**config.mk**
```make
export PLATFORM = sky130hd
export DESIGN_NAME = spi_serial_port
export DESIGN_NICKNAME = d
export VERILOG_FILES = /design/src/ssp_pkg.sv /design/src/ssp_sync_if.sv /design/src/ssp_sync.sv /design/src/spi_serial_port.sv
export SDC_FILE = /design/constraint.sdc
export NUM_CORES = 1
export LEC_CHECK = 0
export BUFFER_PORTS_ARGS = -buffer_cell sky130_fd_sc_hd__buf_2
export CAP_MARGIN = 15
export CORE_MARGIN = 2
export CORE_UTILIZATION = 55
export DETAILED_ROUTE_END_ITERATION = 6
export PLACE_DENSITY = 0.79
export SLEW_MARGIN = 20
export SYNTH_ARGS = -nofsm -noshare
export SYNTH_HDL_FRONTEND = slang
export SYNTH_SLANG_ARGS = --single-unit
```
**constraint.sdc**
```tcl
create_clock -name clk -period 3.5 [get_ports clk]
set_clock_uncertainty 0.1 [all_clocks]
set_input_delay 0.7 -clock clk [delete_from_list [all_inputs] [get_ports clk]]
set_output_delay 0.7 -clock clk [all_outputs]
set_load 0.02 [all_outputs]
```
**src/ssp_pkg.sv**
```systemverilog
// Package with register map, field positions and reset values of the serial port
package ssp_pkg;
    // ************************************************************
    // Register offsets
    // ************************************************************
    localparam int ADDR_W = 4;
    localparam logic [3:0] OFF_CTRL1 = 4'h0;
    localparam logic [3:0] OFF_CTRL2 = 4'h1;
    localparam logic [3:0] OFF_BAUD = 4'h2;
    localparam logic [3:0] OFF_FLAGS = 4'h3;
    localparam logic [3:0] OFF_RSV4 = 4'h4;
    localparam logic [3:0] OFF_DATA = 4'h5;
    localparam logic [3:0] OFF_RSV6 = 4'h6;
    localparam logic [3:0] OFF_RSV7 = 4'h7;
    localparam logic [3:0] OFF_EVT = 4'h8;
    localparam logic [3:0] OFF_EVT_MASK = 4'h9;
    // ************************************************************
    // Field positions
    // ************************************************************
    localparam int B_IRQ_EN = 7;
    localparam int B_ENABLE = 6;
    localparam int B_TX_IRQ_EN = 5;
    localparam int B_MASTER = 4;
    localparam int B_CLOCK_POLARITY_SELECT = 3;
    localparam int B_CLOCK_PHASE_SELECT = 2;
    localparam int B_SEL_OE = 1;
    localparam int B_LSB_FIRST = 0;
    localparam int B_FAULT_EN = 4;
    localparam int B_BIDIR_OE = 3;
    localparam int B_WAIT_HALT = 1;
    localparam int B_BIDIR = 0;
    localparam int B_DONE_FLAG = 7;
    localparam int B_TX_EMPTY = 5;
    localparam int B_FAULT = 4;
    localparam int E_DONE = 0;
    localparam int E_FAULT = 1;
    localparam int E_TX_EMPTY = 2;
    localparam int EVT_W = 3;
    // ************************************************************
    // Reset values, write masks, counts
    // ************************************************************
    localparam logic [7:0] CTRL1_RST = 8'h04;
    localparam logic [7:0] CTRL2_RST = 8'h00;
    localparam logic [7:0] CTRL2_WMASK = 8'h1b;
    localparam logic [7:0] BAUD_RST = 8'h00;
    localparam logic [7:0] BAUD_WMASK = 8'h77;
    localparam logic [2:0] EVT_RST = 3'h0;
    localparam logic [4:0] LAST_EDGE = 5'h10;
    localparam int DIV_W = 11;
    typedef enum logic {SSP_IDLE, SSP_RUN} ssp_state_type;
endpackage

```
**src/ssp_sync_if.sv**
```systemverilog
// Interface carrying raw pin levels into the synchroniser and synced levels back
`timescale 1ns/1ps
interface ssp_sync_if #(parameter int W = 4);
    logic [W-1:0] raw;
    logic [W-1:0] synced;
    modport sync_side (input raw, output synced);
    modport user_side (output raw, input synced);
endinterface

```
**src/ssp_sync.sv**
```systemverilog
// Two-stage synchroniser for the serial pins
`timescale 1ns/1ps
module ssp_sync (
    input wire logic clk,
    input wire logic rst,
    ssp_sync_if.sync_side pins
);
    logic [$bits(pins.raw)-1:0] meta_q;
    logic [$bits(pins.raw)-1:0] stable_q;

    // ************************************************************
    // Synchroniser stages
    // ************************************************************
    always_ff @(posedge clk) begin
        if (rst) begin
            meta_q <= '0;
            stable_q <= '0;
        end else begin
            meta_q <= pins.raw;
            stable_q <= meta_q;
        end
    end

    assign pins.synced = stable_q;
endmodule // ssp_sync

```
**src/spi_serial_port.sv**
```systemverilog
// Byte-wide synchronous serial port, master or slave, with register bank
// What this block does
// - In wait mode with halt select clear, run exactly as in run mode.
// - In wait mode with halt select set, stop making the serial clock.
// - A halted master freezes its transfer and resumes from the same point.
// - Stop mode halts a master port; its transfer resumes afterwards.
// - A slave keeps shifting its byte through wait and stop modes.
// - Master drives data out on mosi; slave takes data from mosi.
// - Slave drives data out on miso; master takes data from miso.
// - Master may drive select out; slave takes select as an input.
// - Master drives the serial clock; slave shifts on the received clock.
// - Registers decode at base plus offset, ten bytes, data at offset five.
// - Reserved bits read zero and writes to them change nothing.
// - Writes to the flags register are ignored.
// - Reading reserved offset six returns zero.
// - Clearing the enable bit idles the port and clears all flags.
// - Phase select 0 samples on odd clock edges, 1 on even edges.
// - Polarity select 0 idles the clock low, 1 idles it high.
`timescale 1ns/1ps
module spi_serial_port (
    input wire logic clk,
    input wire logic rst,
    input wire logic [ssp_pkg::ADDR_W-1:0] addr,
    input wire logic [7:0] wdata,
    input wire logic wr,
    input wire logic rd,
    output logic [7:0] rdata,
    input wire logic wait_mode,
    input wire logic stop_mode,
    input wire logic mosi_i,
    output logic mosi_o,
    output logic mosi_oe,
    input wire logic miso_i,
    output logic miso_o,
    output logic miso_oe,
    input wire logic ss_n_i,
    output logic ss_n_o,
    output logic ss_n_oe,
    input wire logic sck_i,
    output logic sck_o,
    output logic sck_oe,
    output logic irq
);
    // ************************************************************
    // Declarations
    // ************************************************************
    ssp_sync_if #(.W(4)) pin_if ();
    ssp_pkg::ssp_state_type state_q;
    ssp_pkg::ssp_state_type state_d;
    logic [7:0] ctrl1_q;
    logic [7:0] ctrl2_q;
    logic [7:0] baud_q;
    logic [7:0] tx_buf_q;
    logic tx_full_q;
    logic [7:0] rx_q;
    logic [7:0] sh_q;
    logic [7:0] sh_d;
    logic out_q;
    logic out_d;
    logic [4:0] ecnt_q;
    logic [ssp_pkg::DIV_W-1:0] div_q;
    logic lvl_q;
    logic lvl_d;
    logic done_flag_q;
    logic fault_q;
    logic [ssp_pkg::EVT_W-1:0] evt_q;
    logic [ssp_pkg::EVT_W-1:0] evt_mask_q;
    logic sck_p_q;
    logic ss_p_q;
    logic [7:0] rdata_q;
    logic mosi_o_q;
    logic miso_o_q;
    logic mosi_oe_q;
    logic miso_oe_q;
    logic ss_n_o_q;
    logic ss_n_oe_q;
    logic sck_o_q;
    logic sck_oe_q;
    logic irq_q;

    // ************************************************************
    // Helper functions
    // ************************************************************
    function automatic logic head_bit(input logic lsb_first, input logic [7:0] v);
        head_bit = lsb_first ? v[0] : v[7];
    endfunction

    function automatic logic [ssp_pkg::DIV_W-1:0] half_period(input logic [7:0] b);
        logic [ssp_pkg::DIV_W-1:0] pre;
        pre = {{(ssp_pkg::DIV_W-3){1'b0}}, b[6:4]} + {{(ssp_pkg::DIV_W-1){1'b0}}, 1'b1};
        half_period = pre << b[2:0];
    endfunction

    // ************************************************************
    // Pin synchronisers
    // ************************************************************
    assign pin_if.raw = {sck_i, ss_n_i, mosi_i, miso_i};

    ssp_sync u_sync (
        .clk(clk),
        .rst(rst),
        .pins(pin_if.sync_side)
    );

    wire sck_s = pin_if.synced[3];
    wire ss_n_s = pin_if.synced[2];
    wire mosi_s = pin_if.synced[1];
    wire miso_s = pin_if.synced[0];

    // ************************************************************
    // Configuration fields
    // ************************************************************
    wire en = ctrl1_q[ssp_pkg::B_ENABLE];
    wire master = ctrl1_q[ssp_pkg::B_MASTER];
    wire clock_polarity_select = ctrl1_q[ssp_pkg::B_CLOCK_POLARITY_SELECT];
    wire clock_phase_select = ctrl1_q[ssp_pkg::B_CLOCK_PHASE_SELECT];
    wire sel_oe = ctrl1_q[ssp_pkg::B_SEL_OE];
    wire lsb_first = ctrl1_q[ssp_pkg::B_LSB_FIRST];
    wire fault_en = ctrl2_q[ssp_pkg::B_FAULT_EN];
    wire wait_halt_select = ctrl2_q[ssp_pkg::B_WAIT_HALT];
    wire running = state_q == ssp_pkg::SSP_RUN;

    // ************************************************************
    // Register decode
    // ************************************************************
    wire wr_ctrl1 = wr && addr == ssp_pkg::OFF_CTRL1;
    wire wr_ctrl2 = wr && addr == ssp_pkg::OFF_CTRL2;
    wire wr_baud = wr && addr == ssp_pkg::OFF_BAUD;
    wire wr_data = wr && addr == ssp_pkg::OFF_DATA;
    wire wr_mask = wr && addr == ssp_pkg::OFF_EVT_MASK;
    wire rd_data = rd && addr == ssp_pkg::OFF_DATA;
    wire rd_evt = rd && addr == ssp_pkg::OFF_EVT;
    wire [7:0] ctrl2_w = wdata & ssp_pkg::CTRL2_WMASK;
    wire [7:0] baud_w = wdata & ssp_pkg::BAUD_WMASK;
    wire cfg_change = (wr_ctrl1 && wdata != ctrl1_q) || (wr_ctrl2 && ctrl2_w != ctrl2_q);

    // ************************************************************
    // Mode, halt and abort conditions
    // ************************************************************
    // Master halts in stop, or in wait with halt select; a slave never halts
    wire halt = master && (stop_mode || (wait_mode && wait_halt_select));
    wire fault_evt = en && master && fault_en && !sel_oe && !ss_n_s;
    wire kill = !en || cfg_change || fault_evt;
    wire ss_rise = !master && ss_n_s && running;

    // ************************************************************
    // Edge generation
    // ************************************************************
    wire [ssp_pkg::DIV_W-1:0] half = half_period(baud_q);
    wire div_wrap = div_q == half - {{(ssp_pkg::DIV_W-1){1'b0}}, 1'b1};
    wire m_tick = master && running && !halt && div_wrap;
    wire s_tick = !master && running && !ss_n_s && sck_s != sck_p_q;
    wire m_start = en && master && !running && tx_full_q && !halt && !kill;
    wire s_start = en && !master && !ss_n_s && ss_p_q && !kill;
    wire start = m_start || s_start;
    wire tick = master ? m_tick : s_tick;
    wire [4:0] edge_n = ecnt_q + 5'h01;
    wire sample = tick && (edge_n[0] ^ clock_phase_select);
    wire shift_out = tick && !(edge_n[0] ^ clock_phase_select);
    wire done = tick && edge_n == ssp_pkg::LAST_EDGE;
    wire rx_bit = master ? miso_s : mosi_s;
    wire [7:0] load_val = tx_full_q ? tx_buf_q : 8'hff;

    // ************************************************************
    // Shifter next values
    // ************************************************************
    always_comb begin
        sh_d = sh_q;
        out_d = out_q;
        if (start) begin
            sh_d = load_val;
            if (!clock_phase_select) begin
                out_d = head_bit(lsb_first, load_val);
            end
        end else if (sample) begin
            sh_d = lsb_first ? {rx_bit, sh_q[7:1]} : {sh_q[6:0], rx_bit};
        end else if (shift_out) begin
            out_d = head_bit(lsb_first, sh_q);
        end
    end

    always_comb begin
        state_d = state_q;
        if (kill || done || ss_rise) begin
            state_d = ssp_pkg::SSP_IDLE;
        end else if (start) begin
            state_d = ssp_pkg::SSP_RUN;
        end
    end

    assign lvl_d = (kill || start || !running) ? 1'b0 : (m_tick ? !lvl_q : lvl_q);

    // ************************************************************
    // Transfer state
    // ************************************************************
    always_ff @(posedge clk) begin
        if (rst) begin
            state_q <= ssp_pkg::SSP_IDLE;
        end else begin
            state_q <= state_d;
        end
    end

    always_ff @(posedge clk) begin
        if (rst) begin
            sh_q <= 8'h00;
            out_q <= 1'b0;
        end else begin
            sh_q <= sh_d;
            out_q <= out_d;
        end
    end

    always_ff @(posedge clk) begin
        if (rst || start) begin
            ecnt_q <= 5'h00;
        end else if (tick) begin
            ecnt_q <= edge_n;
        end
    end

    // Divider holds its count while halted so the bit resumes in place
    always_ff @(posedge clk) begin
        if (rst || start || !running) begin
            div_q <= '0;
        end else if (master && !halt) begin
            div_q <= div_wrap ? '0 : div_q + {{(ssp_pkg::DIV_W-1){1'b0}}, 1'b1};
        end
    end

    always_ff @(posedge clk) begin
        if (rst) begin
            lvl_q <= 1'b0;
            sck_p_q <= 1'b0;
            ss_p_q <= 1'b1;
        end else begin
            lvl_q <= lvl_d;
            sck_p_q <= sck_s;
            ss_p_q <= ss_n_s;
        end
    end

    // ************************************************************
    // Data buffers
    // ************************************************************
    always_ff @(posedge clk) begin
        if (rst || !en) begin
            tx_full_q <= 1'b0;
        end else if (start && tx_full_q) begin
            tx_full_q <= 1'b0;
        end else if (wr_data) begin
            tx_full_q <= 1'b1;
        end
    end

    always_ff @(posedge clk) begin
        if (rst) begin
            tx_buf_q <= 8'h00;
        end else if (wr_data && !tx_full_q) begin
            tx_buf_q <= wdata;
        end
    end

    always_ff @(posedge clk) begin
        if (rst) begin
            rx_q <= 8'h00;
        end else if (done) begin
            rx_q <= sh_d;
        end
    end

    // ************************************************************
    // Control registers
    // ************************************************************
    always_ff @(posedge clk) begin
        if (rst) begin
            ctrl1_q <= ssp_pkg::CTRL1_RST;
        end else if (wr_ctrl1) begin
            ctrl1_q <= wdata;
        end else if (fault_evt) begin
            ctrl1_q[ssp_pkg::B_MASTER] <= 1'b0;
        end
    end

    always_ff @(posedge clk) begin
        if (rst) begin
            ctrl2_q <= ssp_pkg::CTRL2_RST;
        end else if (wr_ctrl2) begin
            ctrl2_q <= ctrl2_w;
        end
    end

    always_ff @(posedge clk) begin
        if (rst) begin
            baud_q <= ssp_pkg::BAUD_RST;
        end else if (wr_baud) begin
            baud_q <= baud_w;
        end
    end

    // ************************************************************
    // Status flags
    // ************************************************************
    always_ff @(posedge clk) begin
        if (rst || !en) begin
            done_flag_q <= 1'b0;
        end else if (done) begin
            done_flag_q <= 1'b1;
        end else if (rd_data) begin
            done_flag_q <= 1'b0;
        end
    end

    always_ff @(posedge clk) begin
        if (rst || !en) begin
            fault_q <= 1'b0;
        end else if (fault_evt) begin
            fault_q <= 1'b1;
        end else if (wr_ctrl1) begin
            fault_q <= 1'b0;
        end
    end

    wire [7:0] flags_val = {done_flag_q, 1'b0, en && !tx_full_q, fault_q, 4'h0};
    wire [ssp_pkg::EVT_W-1:0] evt_set = {start && tx_full_q, fault_evt, done};

    // ************************************************************
    // Interrupt events
    // ************************************************************
    always_ff @(posedge clk) begin
        if (rst) begin
            evt_q <= ssp_pkg::EVT_RST;
        end else begin
            evt_q <= (rd_evt ? ssp_pkg::EVT_RST : evt_q) | evt_set;
        end
    end

    always_ff @(posedge clk) begin
        if (rst) begin
            evt_mask_q <= ssp_pkg::EVT_RST;
        end else if (wr_mask) begin
            evt_mask_q <= wdata[ssp_pkg::EVT_W-1:0];
        end
    end

    always_ff @(posedge clk) begin
        if (rst) begin
            irq_q <= 1'b0;
        end else begin
            irq_q <= |(evt_q & evt_mask_q);
        end
    end

    // ************************************************************
    // Read path
    // ************************************************************
    // Flags and reserved offsets have no write path at all
    wire [7:0] rd_mux =
        addr == ssp_pkg::OFF_CTRL1 ? ctrl1_q :
        addr == ssp_pkg::OFF_CTRL2 ? ctrl2_q :
        addr == ssp_pkg::OFF_BAUD ? baud_q :
        addr == ssp_pkg::OFF_FLAGS ? flags_val :
        addr == ssp_pkg::OFF_DATA ? rx_q :
        addr == ssp_pkg::OFF_EVT ? {5'h00, evt_q} :
        addr == ssp_pkg::OFF_EVT_MASK ? {5'h00, evt_mask_q} :
        8'h00;

    always_ff @(posedge clk) begin
        if (rst) begin
            rdata_q <= 8'h00;
        end else begin
            rdata_q <= rd ? rd_mux : 8'h00;
        end
    end

    // ************************************************************
    // Pin drivers
    // ************************************************************
    always_ff @(posedge clk) begin
        if (rst) begin
            mosi_o_q <= 1'b0;
            miso_o_q <= 1'b0;
            sck_o_q <= 1'b0;
            ss_n_o_q <= 1'b1;
        end else begin
            mosi_o_q <= out_d;
            miso_o_q <= out_d;
            sck_o_q <= clock_polarity_select ^ lvl_d;
            // Select stays low through the last clock edge of the byte
            ss_n_o_q <= !(master && (state_d == ssp_pkg::SSP_RUN || done));
        end
    end

    always_ff @(posedge clk) begin
        if (rst) begin
            mosi_oe_q <= 1'b0;
            miso_oe_q <= 1'b0;
            sck_oe_q <= 1'b0;
            ss_n_oe_q <= 1'b0;
        end else begin
            mosi_oe_q <= en && master;
            miso_oe_q <= en && !master && !ss_n_s;
            sck_oe_q <= en && master;
            ss_n_oe_q <= en && master && fault_en && sel_oe;
        end
    end

    assign rdata = rdata_q;
    assign mosi_o = mosi_o_q;
    assign miso_o = miso_o_q;
    assign mosi_oe = mosi_oe_q;
    assign miso_oe = miso_oe_q;
    assign sck_o = sck_o_q;
    assign sck_oe = sck_oe_q;
    assign ss_n_o = ss_n_o_q;
    assign ss_n_oe = ss_n_oe_q;
    assign irq = irq_q;
endmodule // spi_serial_port

```
==> impl_metrics.env, run 1 <==
export IMPL_cts_sink_count=94
export IMPL_power_switching_mw=0.536
export IMPL_yosys_cell_types_count=74
export IMPL_via_per_inst=6.11
export IMPL_crit_required_ns=3.65
export IMPL_cp_common_cell="buf_6"
export IMPL_worstRegToRegCells=14
export IMPL_r2r_start="baud_q[5]"
export IMPL_post_route_period_util=0.995
export IMPL_power_leakage_nw=2.34
export IMPL_syn_instance_count=641
export IMPL_seq_area_frac_synth=0.356
export IMPL_seq_power_share=0.556
export IMPL_layout_filler_cells=789
export IMPL_synthFlopType="dfxtp_1"
export IMPL_timing_setup_tns_ns=0
export IMPL_drtAntennaViolNets=0
export IMPL_grt_ovfl_total=0
export IMPL_worst_setup_path_start_kind="register"
export IMPL_die_w_um=102
export IMPL_placed_cells=793
export IMPL_min_delay_worst_endpoint="u_sync.pins.synced[1]"
export IMPL_area_growth_synth_to_final_pct=16.7
export IMPL_max_slew_worst_pin_slew_ns=0.994
export IMPL_drc_errors=3
export IMPL_final_cell_mix="dfxtp_1, nor2_1, nand2_1"
export IMPL_swShare=0.274
export IMPL_crit_path_max_fanout=6
export IMPL_p_per_area_nw_per_um2=317
export IMPL_final_common_cell="dfxtp_1"
export IMPL_final_min_clock_period_ns=3.48
export IMPL_critical_path_cell_chain="ha_4 -> nand2b_4 -> buf_6 -> a31oi_2 -> o21a_1 -> or4_4 -> a221o_1 -> a22oi_2 -> nand4_1 -> buf_6 -> buf_8 -> a211oi_4 -> a2111oi_2 -> mux2_4"
export IMPL_routabilityCongestion=0.943
export IMPL_reg2reg_to="rx_q[3]"
export IMPL_cp_num_cells=14
export IMPL_drt_pass1_iterations=7
export IMPL_die_h_um=102
export IMPL_critPathMaxStageDelay_ns=0.53
export IMPL_power_clock_fraction=0.359
export IMPL_number_of_vias_in_the_routed_layout=4988
export IMPL_crit_path_top_delay_cell="or4_4"
export IMPL_cpLargestDelayFamily="compound AO/OA/AOI/OAI gates"
export IMPL_cts_reportedPaths_clkPinSlew_ns=0.11
export IMPL_routedWlPerCell_um=17.3
export IMPL_cts_path_max_buffers=2
export IMPL_final_hold_violation_count=0
export IMPL_tritoncts="done"
export IMPL_worst_setup_path_type="register to register"
export IMPL_worst_path_buf_inv=3
export IMPL_synth_fp_nets=668
export IMPL_antenna_diodes=0
export IMPL_drive_gt1_frac=0.202
export IMPL_initial_utilization=0.569
export IMPL_placeableCoreArea_sq_um=9280
export IMPL_hpwlAfterDp_mm=9.93
export IMPL_grt_pass1_vias=4731
export IMPL_max_slew_margin_rel=0.338
export IMPL_worst_hold_path_num_cells=1
export IMPL_num_io_pins=39
export IMPL_grt_start_max_net_pins=50
export IMPL_number_of_endpoints_failing_setup_at_the_final_stage=0
export IMPL_maxCapViolCount=0
export IMPL_combPwrFrac=0.085
export IMPL_placementRows=35
export IMPL_timing_hold_ws_ns=0.352
export IMPL_violations="DRC"
export IMPL_vdd_ir_drop_max_mv=0.267
export IMPL_cts_buffers_inserted=9
export IMPL_yosys_top_cells_area="dfxtp_1, nor2_1, mux2i_1, xnor2_1, a21oi_1"
export IMPL_area_taken_by_multi_input_logic_gates_sq_um=3350
export IMPL_fin_nets=709
export IMPL_final_seq_area_sq_um=1890
export IMPL_synth_area_sq_um=5280
export IMPL_place_worst_setup_slack_ns=-0.0518
export IMPL_fin_ws_ns=0.0162
export IMPL_grt_antenna_before_repair=0
export IMPL_data_arrival_time_of_the_worst_path_ns=3.63
export IMPL_synth_async_reset_ratio=0
export IMPL_synth_warning_count=0
export IMPL_hold_fix_buffers_at_cts=0
export IMPL_buffer_ports_inserted=38
export IMPL_dpl_cell_area_sq_um=5720
export IMPL_syn_avg_cell_area_sq_um=8.24
export IMPL_routed_wirelength_mm=14.1
export IMPL_synth_edf_count=0
export IMPL_clk_insertion_delay_late_ns=0.36
export IMPL_first_iter_violations=432
export IMPL_synth_largest_area_cell="dfxtp_1"
export IMPL_worst_hold_startpoint="u_sync.meta_q[1]"
export IMPL_fmaxAchievable_mhz=287
export IMPL_netlist_area_leader_share=0.356
export IMPL_run_status="complete, but fails checks"
export IMPL_fp_dieArea_sq_um=10400
export IMPL_rrSetupSlack_ns=0.02
export IMPL_drv_slew=0
export IMPL_critical_path_endpoint_type="register"
export IMPL_clock_tree_root_cell="clkbuf_8"
export IMPL_htreeDepth=3
export IMPL_global_route_wire_length_before_repair_mm=22.4
export IMPL_yosys_register_bits=94
export IMPL_internal_power_mw=1.42
export IMPL_fin_area_sq_um=6170
export IMPL_finish_cell_count_without_fillers=816
export IMPL_min_delay_path_class="register to register"
export IMPL_grt_util_all_layers=0.269
-- worst max path at each step --
stage,startpoint,end
after global placement,baud_q[4],rx_q[3]
after detailed placement,baud_q[4],rx_q[7]
after floorplan,baud_q[2],rx_q[5]
after CTS,baud_q[4],rx_q[5]
final,baud_q[5],rx_q[3]
after global routing,baud_q[5],rx_q[4]
-- layer usage --
metal	part of all wire	routed length, um	vias to the layer above	GRT usage
met4	0.033	471	0	0.123
met5	0	0	-	0
li1	-	-	2377	-
met2	0.49	6860	191	0.459
met1	0.43	6020	2380	0.337
met3	0.053	744	40	0.0383
-- logic make-up (layout without fill, tap and decap cells) --
logic type	after synthesis	after routing	synth area share
flip-flops	94	94	0.356
AO/OA/AOI/OAI	139	140	0.191
multiplexers	36	36	0.0703
buffers and inverters	62	107	0.0502
XOR/XNOR	40	40	0.0677
AND/OR/NAND/NOR	265	265	0.253
adder cells (fa/ha/maj)	5	5	0.0118
-- state kept, by name (all words and copies together) (netlist names), 3 cells and up --
| signal | cells |
|---|---|
| rdata | 8 |
| u_sync.meta_q | 4 |
| sh_q | 8 |
| ecnt_q | 5 |
| baud_q | 6 |
| rx_q | 8 |
| div_q | 11 |
| ctrl2_q | 4 |
| evt_mask_q | 3 |
| u_sync.pins.synced | 4 |
| tx_buf_q | 8 |
| evt_q | 3 |
| ctrl1_q | 8 |
-- power groups by stage --
stage / clock [mW] / combinational, mW / sequential, mW
floorplan: 0 / 0.103 / 1.11
global placement: 0 / 0.149 / 1.11
detailed placement: 0 / 0.151 / 1.11
CTS: 0.702 / 0.153 / 1.09
global route: 0.746 / 0.179 / 1.09
finish: 0.703 / 0.166 / 1.09
-- metrics by stage --
stage / total power [mW] / util
after floorplan: 1.21 / -
after global placement: 1.26 / 0.616
after detailed placement: 1.26 / 0.616
after CTS: 1.94 / 0.642
after global routing: 2.01 / 0.664
final: 1.96 / 0.664
-- synthesized netlist by cell type (9+ instances only) --
cell and count:
a211oi_1 15, a21oi_1 41, buf_2 10, clkbuf_1 28
dfxtp_1 94, inv_1 14, mux2i_1 27, nand2_1 51
nand2b_1 12, nand3_1 31, nand4_1 11, nor2_1 77
nor2b_1 28, nor3_1 16, o21ai_0 13, xnor2_1 30
xor2_1 9
-- area by class of cell --
| class | count | area share |
|---|---|---|
| well taps | 129 | 0.0262 |
| clock inverters | 7 | 0.0110 |
| clock buffers | 9 | 0.0201 |
| repair buffers | 77 | 0.0838 |
| flip-flops and latches | 94 | 0.306 |
| multi-input cells | 486 | 0.544 |
| inverters | 14 | 0.00852 |
-- timing repair --
| action | 4_1_cts | 5_1_grt |
|---|---|---|
| pin swaps | 1 | 9 |
| setup buffers | 1 | 4 |
| gates cloned | 1 | 1 |
| setup endpoints to repair | 10 | 23 |
| gates resized for setup | 7 | 30 |
No activity file was read; power rests on OpenSTA's default activity.
==> run 2: changes to the inputs <==
Settings changed: ABC_AREA from default to 1, CORE_UTILIZATION 55 to 54, PLACE_DENSITY 0.79 to 0.78.
==> run 2 against run 1 <==
  * The flow now finishes without violations
  * Die area decreased by 5.5%
  * Final cell count up 5.1%
  * Register-to-register slack improved by 0.20 ns
  * Sequential share of layout area up 4.2 points
  * Synthesized area down 7.4%
  * Critical path depth increased by 2
  * Combinational power about the same
  * Critical endpoint is now evt_q[0]
  * Largest cell class unchanged
  * Largest power group unchanged
==> impl_metrics.env, run 2 <==
export IMPL_final_cell_mix="nand2_1, dfxtp_1, nor2_1"
export IMPL_synth_fp_nets=733
export IMPL_reg2reg_to="evt_q[0]"
export IMPL_fin_area_sq_um=5410
export IMPL_fin_nets=772
export IMPL_dpl_cell_area_sq_um=5150
export IMPL_run_status="completed"
export IMPL_drtAntennaViolNets=0
export IMPL_power_switching_mw=0.521
export IMPL_max_slew_worst_pin_slew_ns=0.582
export IMPL_tritoncts="done"
export IMPL_num_io_pins=39
export IMPL_cts_path_max_buffers=2
export IMPL_min_delay_worst_endpoint="u_sync.pins.synced[3]"
export IMPL_routed_wirelength_mm=12.4
export IMPL_fp_dieArea_sq_um=9840
export IMPL_hpwlAfterDp_mm=9.15
export IMPL_synth_warning_count=0
export IMPL_seq_power_share=0.547
export IMPL_syn_avg_cell_area_sq_um=6.93
export IMPL_final_hold_violation_count=0
export IMPL_synth_edf_count=0
export IMPL_syn_instance_count=706
export IMPL_global_route_wire_length_before_repair_mm=20.9
export IMPL_power_clock_fraction=0.368
export IMPL_placeableCoreArea_sq_um=8760
export IMPL_worstRegToRegCells=16
export IMPL_cts_buffers_inserted=9
export IMPL_clock_tree_root_cell="clkbuf_8"
export IMPL_synth_async_reset_ratio=0
export IMPL_initial_utilization=0.558
export IMPL_post_route_period_util=0.937
export IMPL_yosys_register_bits=94
export IMPL_most_numerous_cell_in_the_yosys_netlist="nand2_1"
export IMPL_final_min_clock_period_ns=3.28
export IMPL_post_synth_fa_ha_maj_area_fraction=0.0128
export IMPL_power_leakage_nw=2.41
export IMPL_fmaxAchievable_mhz=305
export IMPL_layout_filler_cells=818
export IMPL_synth_xor_area_frac=0.0555
export IMPL_synth_simple_gate_area_share=0.324
export IMPL_min_delay_path_class="register to register"
export IMPL_routedWlPerCell_um=14.4
export IMPL_combPwrFrac=0.085
export IMPL_r2r_start="baud_q[4]"
export IMPL_rrSetupSlack_ns=0.22
export IMPL_drv_slew=0
export IMPL_number_of_endpoints_failing_setup_at_the_final_stage=0
export IMPL_grt_util_all_layers=0.260
export IMPL_worst_setup_path_start_kind="register"
export IMPL_drive_gt1_frac=0.136
export IMPL_synthMuxAreaShare=0
export IMPL_number_of_vias_in_the_routed_layout=4748
export IMPL_vdd_ir_drop_max_mv=0.332
export IMPL_internal_power_mw=1.48
export IMPL_routabilityCongestion=0.931
export IMPL_drc_errors=0
export IMPL_yosys_cell_types_count=46
export IMPL_fraction_of_the_mapped_netlist_area_in_compound_gates=0.136
export IMPL_buffer_ports_inserted=38
export IMPL_data_arrival_time_of_the_worst_path_ns=3.47
export IMPL_timing_hold_ws_ns=0.307
export IMPL_synth_top_cells_by_count="nand2_1, dfxtp_1, nor2_1"
export IMPL_hold_fix_buffers_at_cts=0
export IMPL_critical_path_endpoint_type="register"
export IMPL_clk_insertion_delay_late_ns=0.37
export IMPL_area_growth_synth_to_final_pct=10.5
export IMPL_drt_pass1_iterations=6
export IMPL_seq_area_frac_synth=0.385
export IMPL_grt_start_max_net_pins=31
export IMPL_grt_pass1_vias=4587
export IMPL_largest_register_ff_count=11
export IMPL_grt_ovfl_total=0
export IMPL_worst_hold_startpoint="u_sync.meta_q[3]"
export IMPL_die_w_um=99.2
export IMPL_worst_hold_path_num_cells=2
export IMPL_p_per_area_nw_per_um2=370
export IMPL_htreeDepth=3
export IMPL_p_total_mw=2.00
export IMPL_synth_largest_area_cell="dfxtp_1"
export IMPL_synth_area_sq_um=4890
export IMPL_area_taken_by_multi_input_logic_gates_sq_um=2600
export IMPL_crit_path_max_fanout=13
export IMPL_placementRows=34
export IMPL_netlist_area_leader_share=0.385
export IMPL_swShare=0.261
export IMPL_crit_required_ns=3.69
export IMPL_grt_antenna_before_repair=0
export IMPL_final_seq_area_sq_um=1880
export IMPL_yosys_top_cells_area="dfxtp_1, nand2_1, nor2_1, nand3_1, inv_1"
export IMPL_max_slew_margin_rel=0.611
export IMPL_cts_sink_count=94
export IMPL_synth_top_family_by_area="simple AND/OR/NAND/NOR gates"
export IMPL_layout_core_utilization=0.617
export IMPL_via_per_inst=5.53
export IMPL_antenna_diodes=0
export IMPL_final_common_cell="nand2_1"
export IMPL_die_h_um=99.2
export IMPL_timing_setup_tns_ns=0
export IMPL_cts_reportedPaths_clkPinSlew_ns=0.09
export IMPL_worst_setup_path_type="register to register"
export IMPL_first_iter_violations=433
export IMPL_top_reg_by_flops="div_q"
export IMPL_synthFlopType="dfxtp_1"
export IMPL_maxCapViolCount=0
[run 2: cell count changes after synthesis, moves of 22 or more]
cell	before	now
nand3_1	31	65
nand2_1	51	143
xnor2_1	30	8
o21ai_0	13	54
inv_1	14	81
mux2i_1	27	0
nor2b_1	28	0
[run 2: worst max-delay path by stage]
stage               endpoint      start
floorplan            rx_q[0]  baud_q[4]
global placement     rx_q[0]  baud_q[4]
detailed placement   rx_q[0]  baud_q[4]
CTS                  rx_q[0]  baud_q[4]
global route        evt_q[0]  baud_q[4]
finish              evt_q[0]  baud_q[4]
[run 2: per-stage QoR]
step | instances | worst slack [ns]
3_5_place_dp | 836 | 0.201
3_3_place_gp | 836 | 0.347
5_1_grt | 858 | -0.0182
4_1_cts | 852 | 0.131
6_report | 858 | 0.221
2_1_floorplan | 706 | 0.714
[run 2: area by class of cell]
type | instances | area share
Multi-Input combinational cell | 506 | 0.481
Clock inverter | 6 | 0.0127
Inverter | 85 | 0.0590
Clock buffer | 10 | 0.0236
Sequential cell | 94 | 0.348
Tap cell | 108 | 0.0250
Timing Repair Buffer | 49 | 0.0504
[run 2: per-layer routing]
| metal | vias up | share of wire | global-route usage |
|---|---|---|---|
| met5 | - | 0 | 0 |
| met4 | 0 | 0.024 | 0.117 |
| met3 | 28 | 0.079 | 0.0478 |
| met2 | 191 | 0.47 | 0.442 |
| met1 | 2158 | 0.42 | 0.322 |
| li1 | 2371 | - | - |
[run 2: power by group through the flow]
stage                     Sequential (mW)  Clock [mW]  Combinational, mW
after floorplan                      1.11           0              0.114
after global placement               1.12           0              0.161
after detailed placement             1.12           0              0.165
after CTS                            1.09       0.751              0.166
after global routing                 1.10       0.796              0.189
final                                1.09       0.736              0.169
[run 2: repair_timing]
item | CTS | global route
endpoints found under the hold margin | 0 | 0
setup endpoints to repair | 0 | 18
gates resized for setup | 0 | 5
setup buffers | 0 | 6
[run 2: cell families (layout without fill, tap and decap cells)]
family	Yosys count	in the layout
simple gates	350	350
compound gates	120	120
buf+inv	106	150
flops	94	94
xor+xnor	31	31
fa+ha+maj	5	5
[run 2: worst max-delay path, stage by stage (launching register included)]
cell and delay, ns:
dfxtp_2 0.37, ha_1 0.34, o21ai_2 0.08, nor2_1 0.14, nand2_1 0.09, ha_1 0.31, xor2_1 0.16, a21boi_0 0.18
o21ai_0 0.10, a21oi_1 0.12, nand3_1 0.14, nor2_2 0.14, nand3_2 0.15, nand2_8 0.17, nand4_1 0.26, buf_4 0.24
a21oi_1 0.12
==> run 3: changes to the inputs <==
Settings changed: CORE_ASPECT_RATIO from default to 0.75.
==> run 3 against run 2 <==
  * Critical path depth increased by 1
  * Final cell count increased by 0.58%
  * Global-route usage increased by 0.21 points
  * Sequential share of layout area decreased by 0.86 points
  * Hold slack got worse by 0.0047 ns
  * Die area about the same
  * Routed wire length increased by 3.4%
  * Combinational power about the same
  * Critical path type unchanged
  * Highest routed layer unchanged
==> impl_metrics.env, run 3 (same netlist as run 2, synthesis figures left out) <==
export IMPL_worst_setup_path_start_kind="register"
export IMPL_finish_cell_count_without_fillers=863
export IMPL_cts_path_max_buffers=2
export IMPL_fin_ws_ns=0.260
export IMPL_fin_nets=773
export IMPL_min_delay_path_class="register to register"
export IMPL_clk_insertion_delay_late_ns=0.34
export IMPL_power_clock_fraction=0.447
export IMPL_placementRows=30
export IMPL_timing_hold_ws_ns=0.303
export IMPL_post_route_period_util=0.926
export IMPL_vdd_ir_drop_max_mv=0.271
export IMPL_via_per_inst=5.57
export IMPL_initial_utilization=0.548
export IMPL_crit_required_ns=3.63
export IMPL_worst_setup_path_type="register to register"
export IMPL_maxCapViolCount=0
export IMPL_layout_core_utilization=0.620
export IMPL_first_iter_violations=504
export IMPL_timing_setup_tns_ns=0
export IMPL_crit_path_max_fanout=12
export IMPL_final_cell_mix="nand2_1, dfxtp_1, nor2_1"
export IMPL_p_per_area_nw_per_um2=412
export IMPL_final_hold_violation_count=0
export IMPL_area_growth_synth_to_final_pct=13.2
export IMPL_swShare=0.231
export IMPL_placeableCoreArea_sq_um=8930
export IMPL_cts_sink_count=94
export IMPL_routed_wirelength_mm=12.8
export IMPL_die_w_um=114
export IMPL_num_io_pins=39
export IMPL_grt_start_max_net_pins=39
export IMPL_hpwlAfterDp_mm=9.41
export IMPL_buffer_ports_inserted=38
export IMPL_final_min_clock_period_ns=3.24
export IMPL_antenna_diodes=0
export IMPL_run_status="completed"
export IMPL_grt_util_all_layers=0.262
export IMPL_max_slew_margin_rel=0.585
export IMPL_htreeDepth=3
export IMPL_placed_cells=839
export IMPL_setup_repair_after_global_routing_missed_its_margin="no"
export IMPL_drv_slew=0
export IMPL_drtAntennaViolNets=0
export IMPL_top_reg_by_flops="div_q"
export IMPL_die_h_um=86.4
export IMPL_data_arrival_time_of_the_worst_path_ns=3.37
export IMPL_grt_pass1_vias=4173
export IMPL_routabilityCongestion=0.910
export IMPL_number_of_vias_in_the_routed_layout=4806
export IMPL_max_slew_worst_pin_slew_ns=0.623
export IMPL_cts_reportedPaths_clkPinSlew_ns=0.06
export IMPL_combPwrFrac=0.073
export IMPL_final_common_cell="nand2_1"
export IMPL_global_route_wire_length_before_repair_mm=20.2
export IMPL_critical_path_endpoint_type="register"
export IMPL_largest_register_ff_count=11
export IMPL_number_of_endpoints_failing_setup_at_the_final_stage=0
export IMPL_clock_tree_root_cell="clkbuf_16"
export IMPL_fmaxAchievable_mhz=309
export IMPL_power_leakage_nw=2.47
export IMPL_place_worst_setup_slack_ns=0.334
export IMPL_power_switching_mw=0.527
export IMPL_drive_gt1_frac=0.133
export IMPL_cts_buffers_inserted=9
export IMPL_fp_dieArea_sq_um=9850
export IMPL_seq_power_share=0.480
export IMPL_routedWlPerCell_um=14.8
export IMPL_drt_pass1_iterations=5
export IMPL_grt_ovfl_total=0
export IMPL_drc_errors=0
export IMPL_tritoncts="done"
export IMPL_layout_filler_cells=772
export IMPL_grt_antenna_before_repair=0
export IMPL_internal_power_mw=1.75
==> run 3: power groups by stage <==
stage / combinational, mW / sequential [mW] / clock (mW)
5_1_grt: 0.184 / 1.10 / 1.08
3_3_place_gp: 0.158 / 1.12 / 0
4_1_cts: 0.162 / 1.09 / 1.04
2_1_floorplan: 0.114 / 1.11 / 0
3_5_place_dp: 0.161 / 1.12 / 0
6_report: 0.167 / 1.09 / 1.02
==> run 3: cell type report <==
| type | instances | area [sq um] | share of cell area |
|---|---|---|---|
| multi-input cells | 507 | 2610 | 0.470 |
| repair buffers | 49 | 273 | 0.0493 |
| flip-flops and latches | 94 | 1880 | 0.340 |
| clock buffers | 12 | 267 | 0.0481 |
| inverters | 85 | 319 | 0.0576 |
| well taps | 112 | 140 | 0.0253 |
| clock inverters | 4 | 52.6 | 0.00949 |
==> run 3: worst max-delay path: stages (launching register included) <==
cell and delay (ns):
dfxtp_1 0.44, ha_1 0.30, o21ai_1 0.21, nor2_1 0.09
nand2_1 0.10, ha_1 0.24, xor2_1 0.12, a21boi_0 0.17
o21ai_0 0.10, a21oi_1 0.13, nand3_1 0.14, nor2_2 0.14
nand3_2 0.16, nand2_8 0.17, nand2_4 0.11, nor2_4 0.22
buf_4 0.15, a21oi_2 0.04
==> run 3: per-layer routing <==
layer / GRT usage / up-vias / routed length, um
li1: - / 2360 / -
met1: 0.380 / 2158 / 6040
met2: 0.381 / 266 / 5190
met3: 0.0699 / 22 / 1350
met4: 0.0843 / 0 / 205
met5: 0 / - / 0
==> run 3: final timing paths <==
kind	slack, ns	from	cells past startpoint	end
setup / recovery	0.26	baud_q[4]	17	rx_q[6]
hold / removal	0.30	u_sync.meta_q[3]	2	u_sync.pins.synced[3]
setup reg to reg	0.26	baud_q[4]	17	rx_q[6]
hold reg to reg	0.30	u_sync.meta_q[3]	2	u_sync.pins.synced[3]
==> run 3: timing repair <==
action	CTS	global route
setup buffers	0	7
setup endpoints to repair	0	7
endpoints found under the hold margin	0	0
gates resized for setup	0	1
hold buffers	0	0
==> run 3: per-stage QoR <==
stage,power (mW),cell area (sq um)
finish,2.28,5540
global placement,1.28,5150
floorplan,1.23,4890
global route,2.36,5540
CTS,2.29,5470
detailed placement,1.28,5150
